## src/wwd_pkg.sv

```systemverilog
package wwd_pkg;
	// register offsets (one aligned word each)
	localparam logic [3:0] OFF_CTRL0  = 4'h0;
	localparam logic [3:0] OFF_CTRL1  = 4'h4;
	localparam logic [3:0] OFF_POWER_CONTROL_REG   = 4'h8;
	localparam logic [3:0] OFF_STATUS = 4'hc;
	// watchdog_ctrl0 fields
	localparam int CTRL0_SWON_BIT = 0;
	localparam int CTRL0_PS_LSB   = 1;
	// watchdog_ctrl1 fields
	localparam int CTRL1_WIN_LSB  = 0;
	localparam int CTRL1_TB_LSB   = 4;
	// power_control_reg field
	localparam int POWER_CONTROL_REG_WV_BIT    = 0;
	// reset values, prescale limit and reserved codes
	localparam logic [4:0] PS_RESET   = 5'h0b;
	localparam logic [4:0] PS_MAX     = 5'h12;
	localparam logic [2:0] WIN_FULL   = 3'h7;
	localparam logic [2:0] TB_RESERVED = 3'h7;
	// modes
	localparam logic [1:0] MODE_OFF   = 2'h0;
	localparam logic [1:0] MODE_SOFT  = 2'h1;
	localparam logic [1:0] MODE_AWAKE = 2'h2;
	localparam logic [1:0] MODE_ON    = 2'h3;
	// timebases
	localparam logic [2:0] TB_LFINT = 3'h0;
	localparam logic [2:0] TB_MFINT = 3'h1;
	localparam logic [2:0] TB_SECONDARY_OSC  = 3'h2;
	// base division and counter geometry
	localparam int BASE_DIV_LOG2 = 5;
	localparam int CNT_W         = 24;
endpackage

```

## src/wwd_top.sv

```systemverilog
// Our own choices: the address-and-strobe port and the register offsets.
`timescale 1ns/1ps
// Summary of operation
// - time-out before a valid clear requests a system reset
// - time base picked from three slow oscillator ticks by config or field
// - mode 11 runs always, sleep included, ignoring the software enable
// - mode 10 runs awake and stops in sleep
// - mode 01 runs only while the software enable is set
// - mode 00 never runs
// - prescale field sets 1 ms to 256 s, reset default 2 s
// - windowed clear outside the open window is a violation reset
// - window from config code unless that code is 111, then from ctrl1
// - open window from 12.5 to 100 percent of the period
// - violation clears active-low flag; power-on sets it, firmware may set
// - counter cleared by reset, clear, sleep edges, disable, ost, ctrl0 and ctrl1 writes
// - windowed clear needs a prior ctrl0 read, else violation
// - code 0 divides by 32, doubling to code 18; higher codes act as 0
// - open share 12.5 percent per code step; 111 fully open
// - time-out in sleep wakes the device instead of resetting
// - time-out in idle wakes the device instead of resetting
module wwd_top (
	// clock, reset, enable
	input  wire logic       clock_i,
	input  wire logic       rst_i,
	input  wire logic       ce_i,
	input  wire logic       por_i,
	// configuration straps
	input  wire logic [1:0] mode_cfg_i,
	input  wire logic [4:0] prescale_cfg_i,
	input  wire logic [2:0] timebase_cfg_i,
	input  wire logic [2:0] window_cfg_i,
	// time base ticks from the slow oscillators (async)
	input  wire logic       tick_lf_i,
	input  wire logic       tick_mf_i,
	input  wire logic       tick_secondary_osc_i,
	// cpu status
	input  wire logic       sleep_i,
	input  wire logic       idle_i,
	input  wire logic       ost_busy_i,
	input  wire logic       clear_op_i,
	// register port
	input  wire logic [3:0] addr_i,
	input  wire logic [7:0] wdata_i,
	input  wire logic       wr_i,
	input  wire logic       rd_i,
	output logic [7:0]      rdata_o,
	// reset controller and wake
	output logic            rst_req_o,
	output logic            rst_cause_o,
	output logic            wake_o,
	output logic            timeout_flag_n_o
);
	// synchronisers for the three asynchronous ticks
	logic [2:0] tk_s1_r, tk_s2_r, tk_s3_r;
	always_ff @(posedge clock_i) begin
		if (rst_i) begin
			tk_s1_r <= 3'h0;
			tk_s2_r <= 3'h0;
			tk_s3_r <= 3'h0;
		end else if (ce_i) begin
			tk_s1_r <= {tick_secondary_osc_i, tick_mf_i, tick_lf_i};
			tk_s2_r <= tk_s1_r;
			tk_s3_r <= tk_s2_r;
		end
	end

	// counter width comes first, the counter declaration below needs it
	localparam int CNT_W = wwd_pkg::CNT_W;

	// register state
	logic [4:0] ps_r;
	logic       swon_r;
	logic [2:0] tb_r;
	logic [2:0] win_r;
	logic       wv_n_r;
	logic       armed_r;
	logic       sleep_q_r;
	logic       en_q_r;
	logic [CNT_W-1:0] cnt_r;

	// strap-driven locks: field writable only when strap is reserved code
	wire ps_wr_ok  = (prescale_cfg_i == 5'h1f);
	wire tb_wr_ok  = (timebase_cfg_i == wwd_pkg::TB_RESERVED);
	wire win_wr_ok = (window_cfg_i == wwd_pkg::WIN_FULL);
	wire wr_c0 = wr_i && (addr_i == wwd_pkg::OFF_CTRL0);
	wire wr_c1 = wr_i && (addr_i == wwd_pkg::OFF_CTRL1);
	wire wr_pc = wr_i && (addr_i == wwd_pkg::OFF_POWER_CONTROL_REG);
	wire rd_c0 = rd_i && (addr_i == wwd_pkg::OFF_CTRL0);

	// enable per mode
	wire running =
		(mode_cfg_i == wwd_pkg::MODE_ON) ||
		((mode_cfg_i == wwd_pkg::MODE_AWAKE) && !sleep_i) ||
		((mode_cfg_i == wwd_pkg::MODE_SOFT) && swon_r);
	// mode 00 never matches above, so the counter stays off

	// tick select; strap wins unless it is the reserved code
	wire [2:0] tb_sel = tb_wr_ok ? tb_r : timebase_cfg_i;
	wire [2:0] edge_v = tk_s2_r & ~tk_s3_r;
	wire tick = (tb_sel == wwd_pkg::TB_LFINT) ? edge_v[0] :
		(tb_sel == wwd_pkg::TB_MFINT) ? edge_v[1] :
		(tb_sel == wwd_pkg::TB_SECONDARY_OSC) ? edge_v[2] : 1'b0;

	// period: 2^(5+code) ticks, reserved codes behave like 0
	wire [4:0] ps_eff = (ps_r > wwd_pkg::PS_MAX) ? 5'h00 : ps_r;
	wire [4:0] sh     = ps_eff + 5'(wwd_pkg::BASE_DIV_LOG2);
	wire [CNT_W:0] period = (CNT_W+1)'(1) << sh;
	wire [CNT_W:0] cnt_x  = {1'b0, cnt_r};
	wire expire = running && tick && ((cnt_x + (CNT_W+1)'(1)) >= period);

	// window: closed share = (7-code)/8 of period
	wire [2:0] win_sel = win_wr_ok ? win_r : window_cfg_i;
	wire [2:0] closed8 = 3'h7 - win_sel;
	wire [CNT_W+3:0] lhs = {cnt_x, 3'h0};
	wire [CNT_W+3:0] rhs = (CNT_W+4)'(period) * (CNT_W+4)'(closed8);
	wire win_open = (lhs >= rhs);
	wire windowed = (win_sel != wwd_pkg::WIN_FULL);

	// a clear is valid when not windowed, or armed and inside window
	wire clr_ok  = clear_op_i && (!windowed || (armed_r && win_open));
	wire violate = running && clear_op_i && !clr_ok;
	wire asleep  = sleep_i || idle_i;
	wire sleep_edge = (sleep_i != sleep_q_r);
	wire disable_edge = en_q_r && !running;
	wire cnt_clr = clr_ok || sleep_edge || disable_edge ||
		ost_busy_i || wr_c0 || wr_c1 || !running;

	// counter and arming; arming drops whenever counter clears
	always_ff @(posedge clock_i) begin
		if (rst_i) begin
			cnt_r     <= '0;
			armed_r   <= 1'b0;
			sleep_q_r <= 1'b0;
			en_q_r    <= 1'b0;
		end else if (ce_i) begin
			sleep_q_r <= sleep_i;
			en_q_r    <= running;
			if (cnt_clr || expire || violate) begin
				cnt_r   <= '0;
				armed_r <= 1'b0;
			end else begin
				if (tick)
					cnt_r <= cnt_r + CNT_W'(1);
				if (rd_c0)
					armed_r <= 1'b1;
			end
		end
	end

	// field registers, power-on defaults follow straps, rst_i loads fixed values
	wire [4:0] ps_rst = ps_wr_ok ? wwd_pkg::PS_RESET : prescale_cfg_i;
	wire [2:0] tb_rst = tb_wr_ok ? wwd_pkg::TB_LFINT : timebase_cfg_i;
	always_ff @(posedge clock_i) begin
		if (rst_i) begin
			ps_r   <= wwd_pkg::PS_RESET;
			swon_r <= 1'b0;
			tb_r   <= wwd_pkg::TB_LFINT;
			win_r  <= wwd_pkg::WIN_FULL;
		end else if (ce_i) begin
			if (por_i) begin
				ps_r  <= ps_rst;
				tb_r  <= tb_rst;
				win_r <= window_cfg_i;
			end else begin
				if (wr_c0) begin
					swon_r <= wdata_i[wwd_pkg::CTRL0_SWON_BIT];
					if (ps_wr_ok)
						ps_r <= wdata_i[wwd_pkg::CTRL0_PS_LSB +: 5];
				end
				if (wr_c1 && tb_wr_ok)
					tb_r <= wdata_i[wwd_pkg::CTRL1_TB_LSB +: 3];
				if (wr_c1 && win_wr_ok)
					win_r <= wdata_i[wwd_pkg::CTRL1_WIN_LSB +: 3];
			end
		end
	end

	// violation flag: hardware clear beats firmware set
	always_ff @(posedge clock_i) begin
		if (rst_i)
			wv_n_r <= 1'b1;
		else if (ce_i) begin
			if (violate)
				wv_n_r <= 1'b0;
			else if (por_i)
				wv_n_r <= 1'b1;
			else if (wr_pc && wdata_i[wwd_pkg::POWER_CONTROL_REG_WV_BIT])
				wv_n_r <= 1'b1;
		end
	end

	// reset request or wake; asleep timeouts never reset
	wire to_reset = expire && !asleep;
	wire to_wake  = expire && asleep;
	always_ff @(posedge clock_i) begin
		if (rst_i) begin
			rst_req_o        <= 1'b0;
			rst_cause_o      <= 1'b0;
			wake_o           <= 1'b0;
			timeout_flag_n_o <= 1'b1;
		end else if (ce_i) begin
			rst_req_o <= to_reset || violate;
			if (to_reset || violate)
				rst_cause_o <= violate;
			wake_o <= to_wake;
			if (expire)
				timeout_flag_n_o <= 1'b0;
			else if (clr_ok)
				timeout_flag_n_o <= 1'b1;
		end else begin
			rst_req_o <= 1'b0;
			wake_o    <= 1'b0;
		end
	end

	// read mux; unmapped reads return zero
	wire [7:0] rd_mux =
		(addr_i == wwd_pkg::OFF_CTRL0) ? {2'h0, ps_r, swon_r} :
		(addr_i == wwd_pkg::OFF_CTRL1) ? {1'b0, tb_sel, 1'b0, win_sel} :
		(addr_i == wwd_pkg::OFF_POWER_CONTROL_REG)  ? {7'h0, wv_n_r} :
		(addr_i == wwd_pkg::OFF_STATUS) ?
			{5'h0, armed_r, win_open, running} : 8'h00;
	always_ff @(posedge clock_i) begin
		if (rst_i)
			rdata_o <= 8'h00;
		else if (ce_i)
			rdata_o <= rd_i ? rd_mux : 8'h00;
	end

	// checks
	property p_violate_req;
		@(posedge clock_i) disable iff (rst_i)
		(ce_i && violate) |=> (rst_req_o && rst_cause_o && !wv_n_r);
	endproperty
	a_violate_req: assert property (p_violate_req)
		else $error("violation did not request reset");

	property p_timeout_req;
		@(posedge clock_i) disable iff (rst_i)
		(ce_i && expire && !asleep && !violate) |=>
			(rst_req_o && !rst_cause_o);
	endproperty
	a_timeout_req: assert property (p_timeout_req)
		else $error("timeout did not request reset");

	property p_sleep_wake;
		@(posedge clock_i) disable iff (rst_i)
		(ce_i && expire && asleep) |=> (wake_o && !$past(to_reset));
	endproperty
	a_sleep_wake: assert property (p_sleep_wake)
		else $error("asleep timeout did not wake");

	property p_off_mode;
		@(posedge clock_i) disable iff (rst_i)
		(mode_cfg_i == wwd_pkg::MODE_OFF) |-> (!expire && !violate);
	endproperty
	a_off_mode: assert property (p_off_mode)
		else $error("disabled watchdog acted");

	property p_clear_zero;
		@(posedge clock_i) disable iff (rst_i)
		(ce_i && (wr_c0 || wr_c1)) |=> (cnt_r == '0);
	endproperty
	a_clear_zero: assert property (p_clear_zero)
		else $error("write did not clear counter");

	property p_unarmed;
		@(posedge clock_i) disable iff (rst_i)
		(running && windowed && clear_op_i && !armed_r) |-> violate;
	endproperty
	a_unarmed: assert property (p_unarmed)
		else $error("unarmed clear not flagged");

	property p_req_pulse;
		@(posedge clock_i) disable iff (rst_i)
		rst_req_o |=> !rst_req_o || $past(violate || to_reset);
	endproperty
	a_req_pulse: assert property (p_req_pulse)
		else $error("reset request held");

	property p_sleep_stop;
		@(posedge clock_i) disable iff (rst_i)
		(mode_cfg_i == wwd_pkg::MODE_AWAKE && sleep_i) |-> !running;
	endproperty
	a_sleep_stop: assert property (p_sleep_stop)
		else $error("mode 10 ran in sleep");

	property p_always_on;
		@(posedge clock_i) disable iff (rst_i)
		(mode_cfg_i == wwd_pkg::MODE_ON) |-> running;
	endproperty
	a_always_on: assert property (p_always_on)
		else $error("mode 11 stopped");

	property p_soft_off;
		@(posedge clock_i) disable iff (rst_i)
		(mode_cfg_i == wwd_pkg::MODE_SOFT && !swon_r) |-> !running;
	endproperty
	a_soft_off: assert property (p_soft_off)
		else $error("mode 01 ran with software enable low");

	property p_idle_wake;
		@(posedge clock_i) disable iff (rst_i)
		(ce_i && expire && asleep && !violate) |=> !rst_req_o;
	endproperty
	a_idle_wake: assert property (p_idle_wake)
		else $error("asleep timeout requested reset");

	property p_por_flag;
		@(posedge clock_i) disable iff (rst_i)
		(ce_i && por_i && !violate) |=> wv_n_r;
	endproperty
	a_por_flag: assert property (p_por_flag)
		else $error("power-on did not set violation flag");

	property p_valid_clear;
		@(posedge clock_i) disable iff (rst_i)
		(ce_i && clr_ok) |=> (cnt_r == '0 && !armed_r);
	endproperty
	a_valid_clear: assert property (p_valid_clear)
		else $error("valid clear left counter or arming");

	property p_arm_read;
		@(posedge clock_i) disable iff (rst_i)
		(ce_i && rd_c0 && !cnt_clr && !expire && !violate) |=> armed_r;
	endproperty
	a_arm_read: assert property (p_arm_read)
		else $error("ctrl0 read did not arm");

	property p_count_step;
		@(posedge clock_i) disable iff (rst_i)
		(ce_i && tick && !cnt_clr && !expire && !violate) |=>
			(cnt_r == $past(cnt_r) + CNT_W'(1));
	endproperty
	a_count_step: assert property (p_count_step)
		else $error("counter missed a tick");

	property p_sleep_clear;
		@(posedge clock_i) disable iff (rst_i)
		(ce_i && sleep_edge) |=> (cnt_r == '0);
	endproperty
	a_sleep_clear: assert property (p_sleep_clear)
		else $error("sleep change did not clear counter");
endmodule

```

## config.mk

```make
export PLATFORM = sky130hd
export DESIGN_NAME = wwd_top
export DESIGN_NICKNAME = d
export VERILOG_FILES = /design/src/wwd_pkg.sv /design/src/wwd_top.sv
export SDC_FILE = /design/constraint.sdc
export NUM_CORES = 1
export LEC_CHECK = 0
export BUFFER_PORTS_ARGS = -buffer_cell sky130_fd_sc_hd__buf_2
export CAP_MARGIN = 10
export CORE_UTILIZATION = 50
export CTS_CLUSTER_DIAMETER = 60
export DETAILED_ROUTE_END_ITERATION = 8
export GPL_TIMING_DRIVEN = 0
export MAX_ROUTING_LAYER = met4
export PLACE_DENSITY_LB_ADDON = 0.12
export SKIP_LAST_GASP = 1
export SYNTH_ARGS = -nofsm -noshare
export SYNTH_HDL_FRONTEND = slang
export SYNTH_SLANG_ARGS = --single-unit
```

## constraint.sdc

```tcl
create_clock -name clock_i -period 9 [get_ports clock_i]
set_input_delay 0.45 -clock clock_i [delete_from_list [all_inputs] [get_ports clock_i]]
set_output_delay 0.45 -clock clock_i [all_outputs]
set_load 0.01 [all_outputs]
```

==> results of run 1 <==
[routing by layer]
layer	wire, um	GRT usage, %	up-vias
li1	-	-	3003
met1	8040	36.3	2921
met2	8020	45.3	141
met3	777	4.22	25
met4	279	7.01	0
met5	0	-	-
[stage by stage]
| step | power [mW] | hold slack (ns) | cells | utilization, % |
|---|---|---|---|---|
| finish | 0.779 | 0.377 | 1054 | 58.9 |
| global route | 0.817 | 0.388 | 1054 | 58.9 |
| CTS | 0.778 | 0.374 | 1054 | 58.9 |
| detailed placement | 0.434 | 0.476 | 1040 | 56.5 |
| global placement | 0.430 | 0.459 | 1040 | 56.5 |
| floorplan | 0.391 | 0.451 | 828 | - |
[Yosys cell counts, drive strengths merged (13+ instances only)]
cell | n | area [um^2]
nor2 | 85 | 329
nand2 | 84 | 315
ha | 77 | 963
inv | 60 | 225
dfxtp | 59 | 1180
a21oi | 51 | 255
nand3 | 32 | 165
o21ai | 28 | 140
xnor2 | 27 | 259
clkbuf | 24 | 121
fa | 24 | 480
a21o | 21 | 158
xor2 | 19 | 166
a22oi | 18 | 135
mux2i | 18 | 180
nor3 | 14 | 70.1
nand4 | 13 | 81.3
[power by group through the flow]
stage / Combinational [mW] / Clock, mW / Sequential [mW]
global route: 0.185 / 0.360 / 0.271
detailed placement: 0.158 / 0 / 0.276
floorplan: 0.116 / 0 / 0.276
finish: 0.164 / 0.344 / 0.271
global placement: 0.154 / 0 / 0.276
CTS: 0.159 / 0.348 / 0.271
[kinds of logic after synthesis]
group	after synthesis
and+or+nand+nor	294
DFF	59
xor gates and xnor gates	46
other	2
muxes	19
adders and majority gates	101
AOI/OAI and AO/OA	192
buffers and inverters	93
[state kept, by name, summed over array words and instances, names as in the netlist, 3 cells and up]
signal	count
cnt_r	24
ps_r	5
rdata_o	7
tb_r	3
tk_s1_r	3
tk_s2_r	3
tk_s3_r	3
win_r	3
[how the worst max path moves through the flow]
stage | end | startpoint
2_1_floorplan | rst_req_o | ps_r[0]
3_3_place_gp | rst_req_o | window_cfg_i[1]
3_5_place_dp | rst_req_o | window_cfg_i[1]
4_1_cts | rst_req_o | ps_r[0]
5_1_grt | rst_req_o | ps_r[3]
6_report | rst_req_o | ps_r[3]
[critical path, delay by kind of cell (launching register included)]
family,cells,cell delay (ns)
AND/OR/NAND/NOR,3,0.95
flip-flops,1,0.29
AO/OA/AOI/OAI,15,3.70
XOR/XNOR,1,0.10
buffers and inverters,2,0.33
adder cells (fa/ha/maj),3,0.98
[final cells by class]
cell class              count  share of cell area (%)
well taps                 168                    2.92
clock inverters             2                   0.487
flip-flops and latches     59                    16.4
plain buffers              33                    2.57
repair buffers             44                    3.06
clock buffers              12                    3.70
inverters                  60                    3.13
multi-input cells         676                    67.7
[cells in the final DEF, fill, tap and decap left out, types with 13 or more instances in the layout]
| master | n |
|---|---|
| xor2_1 | 19 |
| o21ai_0 | 25 |
| dfxtp_1 | 59 |
| buf_2 | 47 |
| nand3_1 | 31 |
| nand4_1 | 13 |
| a21oi_1 | 51 |
| xnor2_1 | 24 |
| a21o_1 | 21 |
| clkbuf_1 | 20 |
| nor2_1 | 83 |
| nor3_1 | 14 |
| a22oi_1 | 18 |
| nand2_1 | 84 |
| inv_1 | 60 |
| mux2i_1 | 18 |
| conb_1 | 24 |
| fa_1 | 24 |
| ha_1 | 77 |
==> results.yml, run 1 <==
pwr:
  p_seq_share_pct: 34.8
  p_switching_mw: 0.216
  power.leakage_nw: 3.40
  p_int_mw: 0.563
  p_per_area_mw_per_mm2: 108
  p_sw_share_pct: 27.7
  pwr-share-comb_pct: 21.1
  power_frac_clock_pct: 44.1
  ir_drop_uv: 130
layout:
  nNetsFinal: 1022
  n_antenna_cell: 0
  fin_area_mm2: 0.00720
  drive_gt1_share_pct: 9.59
  synthToLayoutAreaGrowth_pct: 12.8
  fill_cells: 1188
  seq_area_mm2: 0.00118
  multi_input_area_mm2: 0.00487
yosys:
  synth-adder-area-share_pct: 22.6
  yosys.area_share.simple_pct: 22.3
  synth_seq_area_share_pct: 18.5
  syn-mean-instance-area_um2: 7.92
  synth_ff_type: "dfxtp_1"
  syn-instance-count: 806
  synth_xor_xnor_area_share_pct: 6.66
  synth_compound_area_share_pct: 20.2
  synth_mux_area_share_pct: 3.18
  synth_edf_count: 0
  ys_warn_count: 0
  ys_ff_latch: 59
  synth-async-reset-ratio_pct: 0
  yosysUniqueCellTypes: 70
  syn_area_mm2: 0.00638
  synth_top_family_by_area: "adder cells"
placement:
  place_hpwl_um: 14000
  io_buffers: 44
  routabilityCongestion: 0.938
  placed_area_mm2: 0.00690
  dp_slack_ns: 2.36
global_routing:
  grt_max_degree: 11
  grt_pass1_vias: 5712
  grt.total_usage_pct: 27.9
  overflow: 0
  grt_first_pass_wirelength_um: 27800
  antenna_found_initial: 0
timing:
  setup_viol: 0
  finClkSkew_ns: 0.00649
  max_freq_mhz: 154
  relSlewSlack_pct: 35.9
  fin_crit_sh_pct: 71.9
  grt_setup_unrepaired: "false"
  fin_crit_ns: 6.47
  setup_ws_ns: 2.53
  report.final.slew_viol_count: 0
  hold_viol_final: 0
  final.setup.tns_ns: 0
  worst_pin_slew_ns: 0.956
worst_setup_path:
  ff2ff_setup_slack_ns: 2.53
  cp-start-kind: "register"
  worst_path_most_repeated_cell: "a21oi_1"
  arrival_ns: 6.69
  r2r_start: "ps_r[3]"
  cp_max_fo: 10
  cp_cell_sequence: "clkbuf_1, nor3_1, a22o_1, inv_1, nor2_1, fa_1, ha_1, a21oi_1, o21ai_0, o31ai_1, o21ai_0, a211oi_1, o21bai_1, a21oi_1, xor2_1, ha_1, a21o_1, a21o_1, a21oi_1, o21ai_0, nand2_1, a211oi_1, a21oi_1, a31o_2"
  rr_endpoint: "rst_req_o"
  cp-end-kind: "register"
  slowest_delay_ns: 0.79
  cpMaxStageDelayCell: "a211oi_1"
  r2r_cells: 24
  critPathKind: "reg -> reg"
  cp_data_required_time_ns: 9.21
cts:
  htreeDepth: 3
  worstSkewPairLatency_ns: 0.32
  cts_resized: 0
  postCtsSetupRepairBufs: 0
  clk_pin_slew_worst_paths_ns: 0.05
  cts_tree: "done"
  cts_buffer_depth: 2
  cts_buffers: 9
  cts_root_buffer: "clkbuf_16"
  cts_hold_buf: 0
  clock_sink_count: 59
routing:
  vias_per_cell: 5.78
  ant_nets: 0
  dr_total_vias: 6090
  route.detailed.drc: 0
  avgRoutedWirePerCell_um: 16.2
  wl_um: 17100
  dr.pass1.iters: 5
  drt-initial-drc-count: 417
floorplanning:
  initial_utilization_pct: 52.3
  die_w_um: 115
  coreArea_mm2: 0.0122
  dieArea_mm2: 0.0132
  die_h_um: 115
  ios: 50
  num_rows: 40
min_path:
  hold_path_end: "tk_s1_r[2]"
  min_path_type: "in -> reg"
  holdPathStages: 3
  hold_start: "tick_secondary_osc_i"
run_status:
  status: "completed"
run:
  drv_cap: 0
(Power assumes the default switching activity.)
==> run 2: changes to the inputs <==
- clock period: 9 -> 6.5 ns (I/O delays scaled with it)
==> results.yml, run 2 (same netlist as run 1, synthesis figures left out) <==
worst_setup_path:
  r2r_start: "ps_r[0]"
  arrival_ns: 6.33
  cp_max_fo: 10
  r2r_cells: 25
  cp_data_required_time_ns: 6.77
  critPathKind: "reg -> reg"
  rr_endpoint: "rst_req_o"
  cp-end-kind: "register"
  critical_path.startpoint: "ps_r[0]"
  ff2ff_setup_slack_ns: 0.44
  cp-start-kind: "register"
  crit_path_end: "rst_req_o"
cts:
  cts_buffers: 9
  cts_tree: "done"
  clock_sink_count: 59
  clk_pin_slew_worst_paths_ns: 0.05
  worstSkewPairLatency_ns: 0.32
  cts_buffer_depth: 2
  htreeDepth: 3
  cts_root_buffer: "clkbuf_16"
  postCtsSetupRepairBufs: 0
pwr:
  p_per_area_mw_per_mm2: 150
  ir_drop_uv: 181
  power.leakage_nw: 3.40
  power_mw: 1.08
global_routing:
  grtUsageMet2_pct: 45.3
  globalRoute.busiestLayer: "met2"
  grtUsageMet1_pct: 36.3
  grt_pass1_vias: 5712
  overflow: 0
  met3_usage_pct: 4.22
  grt_max_degree: 11
  grt_first_pass_wirelength_um: 27800
  grt.total_usage_pct: 27.9
  antenna_found_initial: 0
timing:
  fin_crit_ns: 6.06
  fin_crit_sh_pct: 93.2
  report.final.slew_viol_count: 0
  setup_ws_ns: 0.439
  setup_viol: 0
  hold_viol_final: 0
  worst_pin_slew_ns: 0.850
  finClkSkew_ns: 0.00813
  max_freq_mhz: 165
  relSlewSlack_pct: 42.8
routing:
  avgRoutedWirePerCell_um: 16.3
  route.detailed.drc: 0
  drt-initial-drc-count: 442
  dr.pass1.iters: 5
  wl_um: 17200
  ant_nets: 0
  vias_per_cell: 5.79
  dr_total_vias: 6096
placement:
  place_hpwl_um: 14000
  routabilityCongestion: 0.938
  placed_area_mm2: 0.00690
  dp_slack_ns: -0.0144
  io_buffers: 44
run_status:
  status: "completed"
floorplanning:
  initial_utilization_pct: 52.3
  coreArea_mm2: 0.0122
  dieArea_mm2: 0.0132
  num_rows: 40
  die_w_um: 115
  die_h_um: 115
  ios: 50
layout:
  top_regs: "cnt_r (24), rdata_o (7), ps_r (5)"
  fill_cells: 1185
  n_antenna_cell: 0
  synthToLayoutAreaGrowth_pct: 13.0
  regMostFlops: "cnt_r"
  largest_reg_flops: 24
  fin_area_mm2: 0.00721
  final_cell_mix: "84 x nand2_1, 83 x nor2_1, 77 x ha_1"
  drive_gt1_share_pct: 9.83
  nNetsFinal: 1021
  final_common_cell: "nand2_1"
run:
  drv_cap: 0
min_path:
  min_path_type: "in -> reg"
[run 2: layer usage]
layer / part of all wire [%] / vias up
li1: - / 3003
met1: 46 / 2909
met2: 47 / 153
met3: 5.1 / 31
met4: 1.9 / 0
met5: 0 / -
[run 2: cell type report]
cell class              count  area, um^2  area share (%)
well taps                 168         210            2.91
flip-flops and latches     59        1180            16.4
plain buffers              32         181            2.52
clock inverters             2        35.0           0.486
repair buffers             44         220            3.05
clock buffers              12         267            3.70
inverters                  60         225            3.12
multi-input cells         676        4890            67.8
[run 2: power breakdown]
group	switching (mW)	total [mW]	internal (mW)	leakage, nW
clock	0.156	0.478	0.322	0.151
combinational	0.139	0.226	0.0865	2.77
sequential	0.00605	0.377	0.371	0.479
total	0.301	1.08	0.780	3.40
[run 2: stage by stage]
step | TNS [ns] | hold slack, ns | utilization, % | std cells
after CTS | 0 | 0.249 | 58.9 | 1054
after global placement | 0 | 0.459 | 56.5 | 1040
after global routing | -0.0344 | 0.263 | 59.1 | 1053
after floorplan | 0 | 0.451 | - | 828
after detailed placement | -0.0277 | 0.476 | 56.5 | 1040
final | 0 | 0.251 | 59.1 | 1053
[run 2: what timing repair did]
| item | in CTS | in global routing |
|---|---|---|
| endpoints found under the setup margin | 0 | 5 |
| resized for setup | 0 | 3 |
| endpoints found under the hold margin | 0 | 0 |
| hold buffers | 0 | 0 |
[run 2: worst min path at each step]
stage | end | from | slack (ns) | depth (start not counted)
after global routing | tk_s1_r[0] | tick_lf_i | 0.26 | 3
after floorplan | tk_s3_r[1] | tk_s3_r[1] | 0.45 | 2
final | tk_s1_r[2] | tick_secondary_osc_i | 0.25 | 3
after global placement | rdata_o[0] | rdata_o[0] | 0.46 | 2
after CTS | tk_s1_r[2] | tick_secondary_osc_i | 0.25 | 3
after detailed placement | rdata_o[6] | rdata_o[6] | 0.48 | 2
[run 2: critical path, stage by stage, from the launching register on]
cell and delay, ns:
dfxtp_1 0.56, nor2b_1 0.20, nor2b_1 0.16, clkbuf_1 0.31, and3_1 0.27, nand2_1 0.09, fa_1 0.54, inv_1 0.04
ha_1 0.35, a21o_1 0.21, a31oi_1 0.16, nor4b_1 0.22, o21ai_0 0.22, a211oi_1 0.38, o21bai_1 0.13, a21oi_1 0.20
xor2_1 0.19, ha_1 0.27, a21o_1 0.18, a21o_1 0.16, a21oi_1 0.21, o211ai_1 0.13, a21oi_1 0.24, a211oi_4 0.10
a21oi_1 0.32, a31o_2 0.15
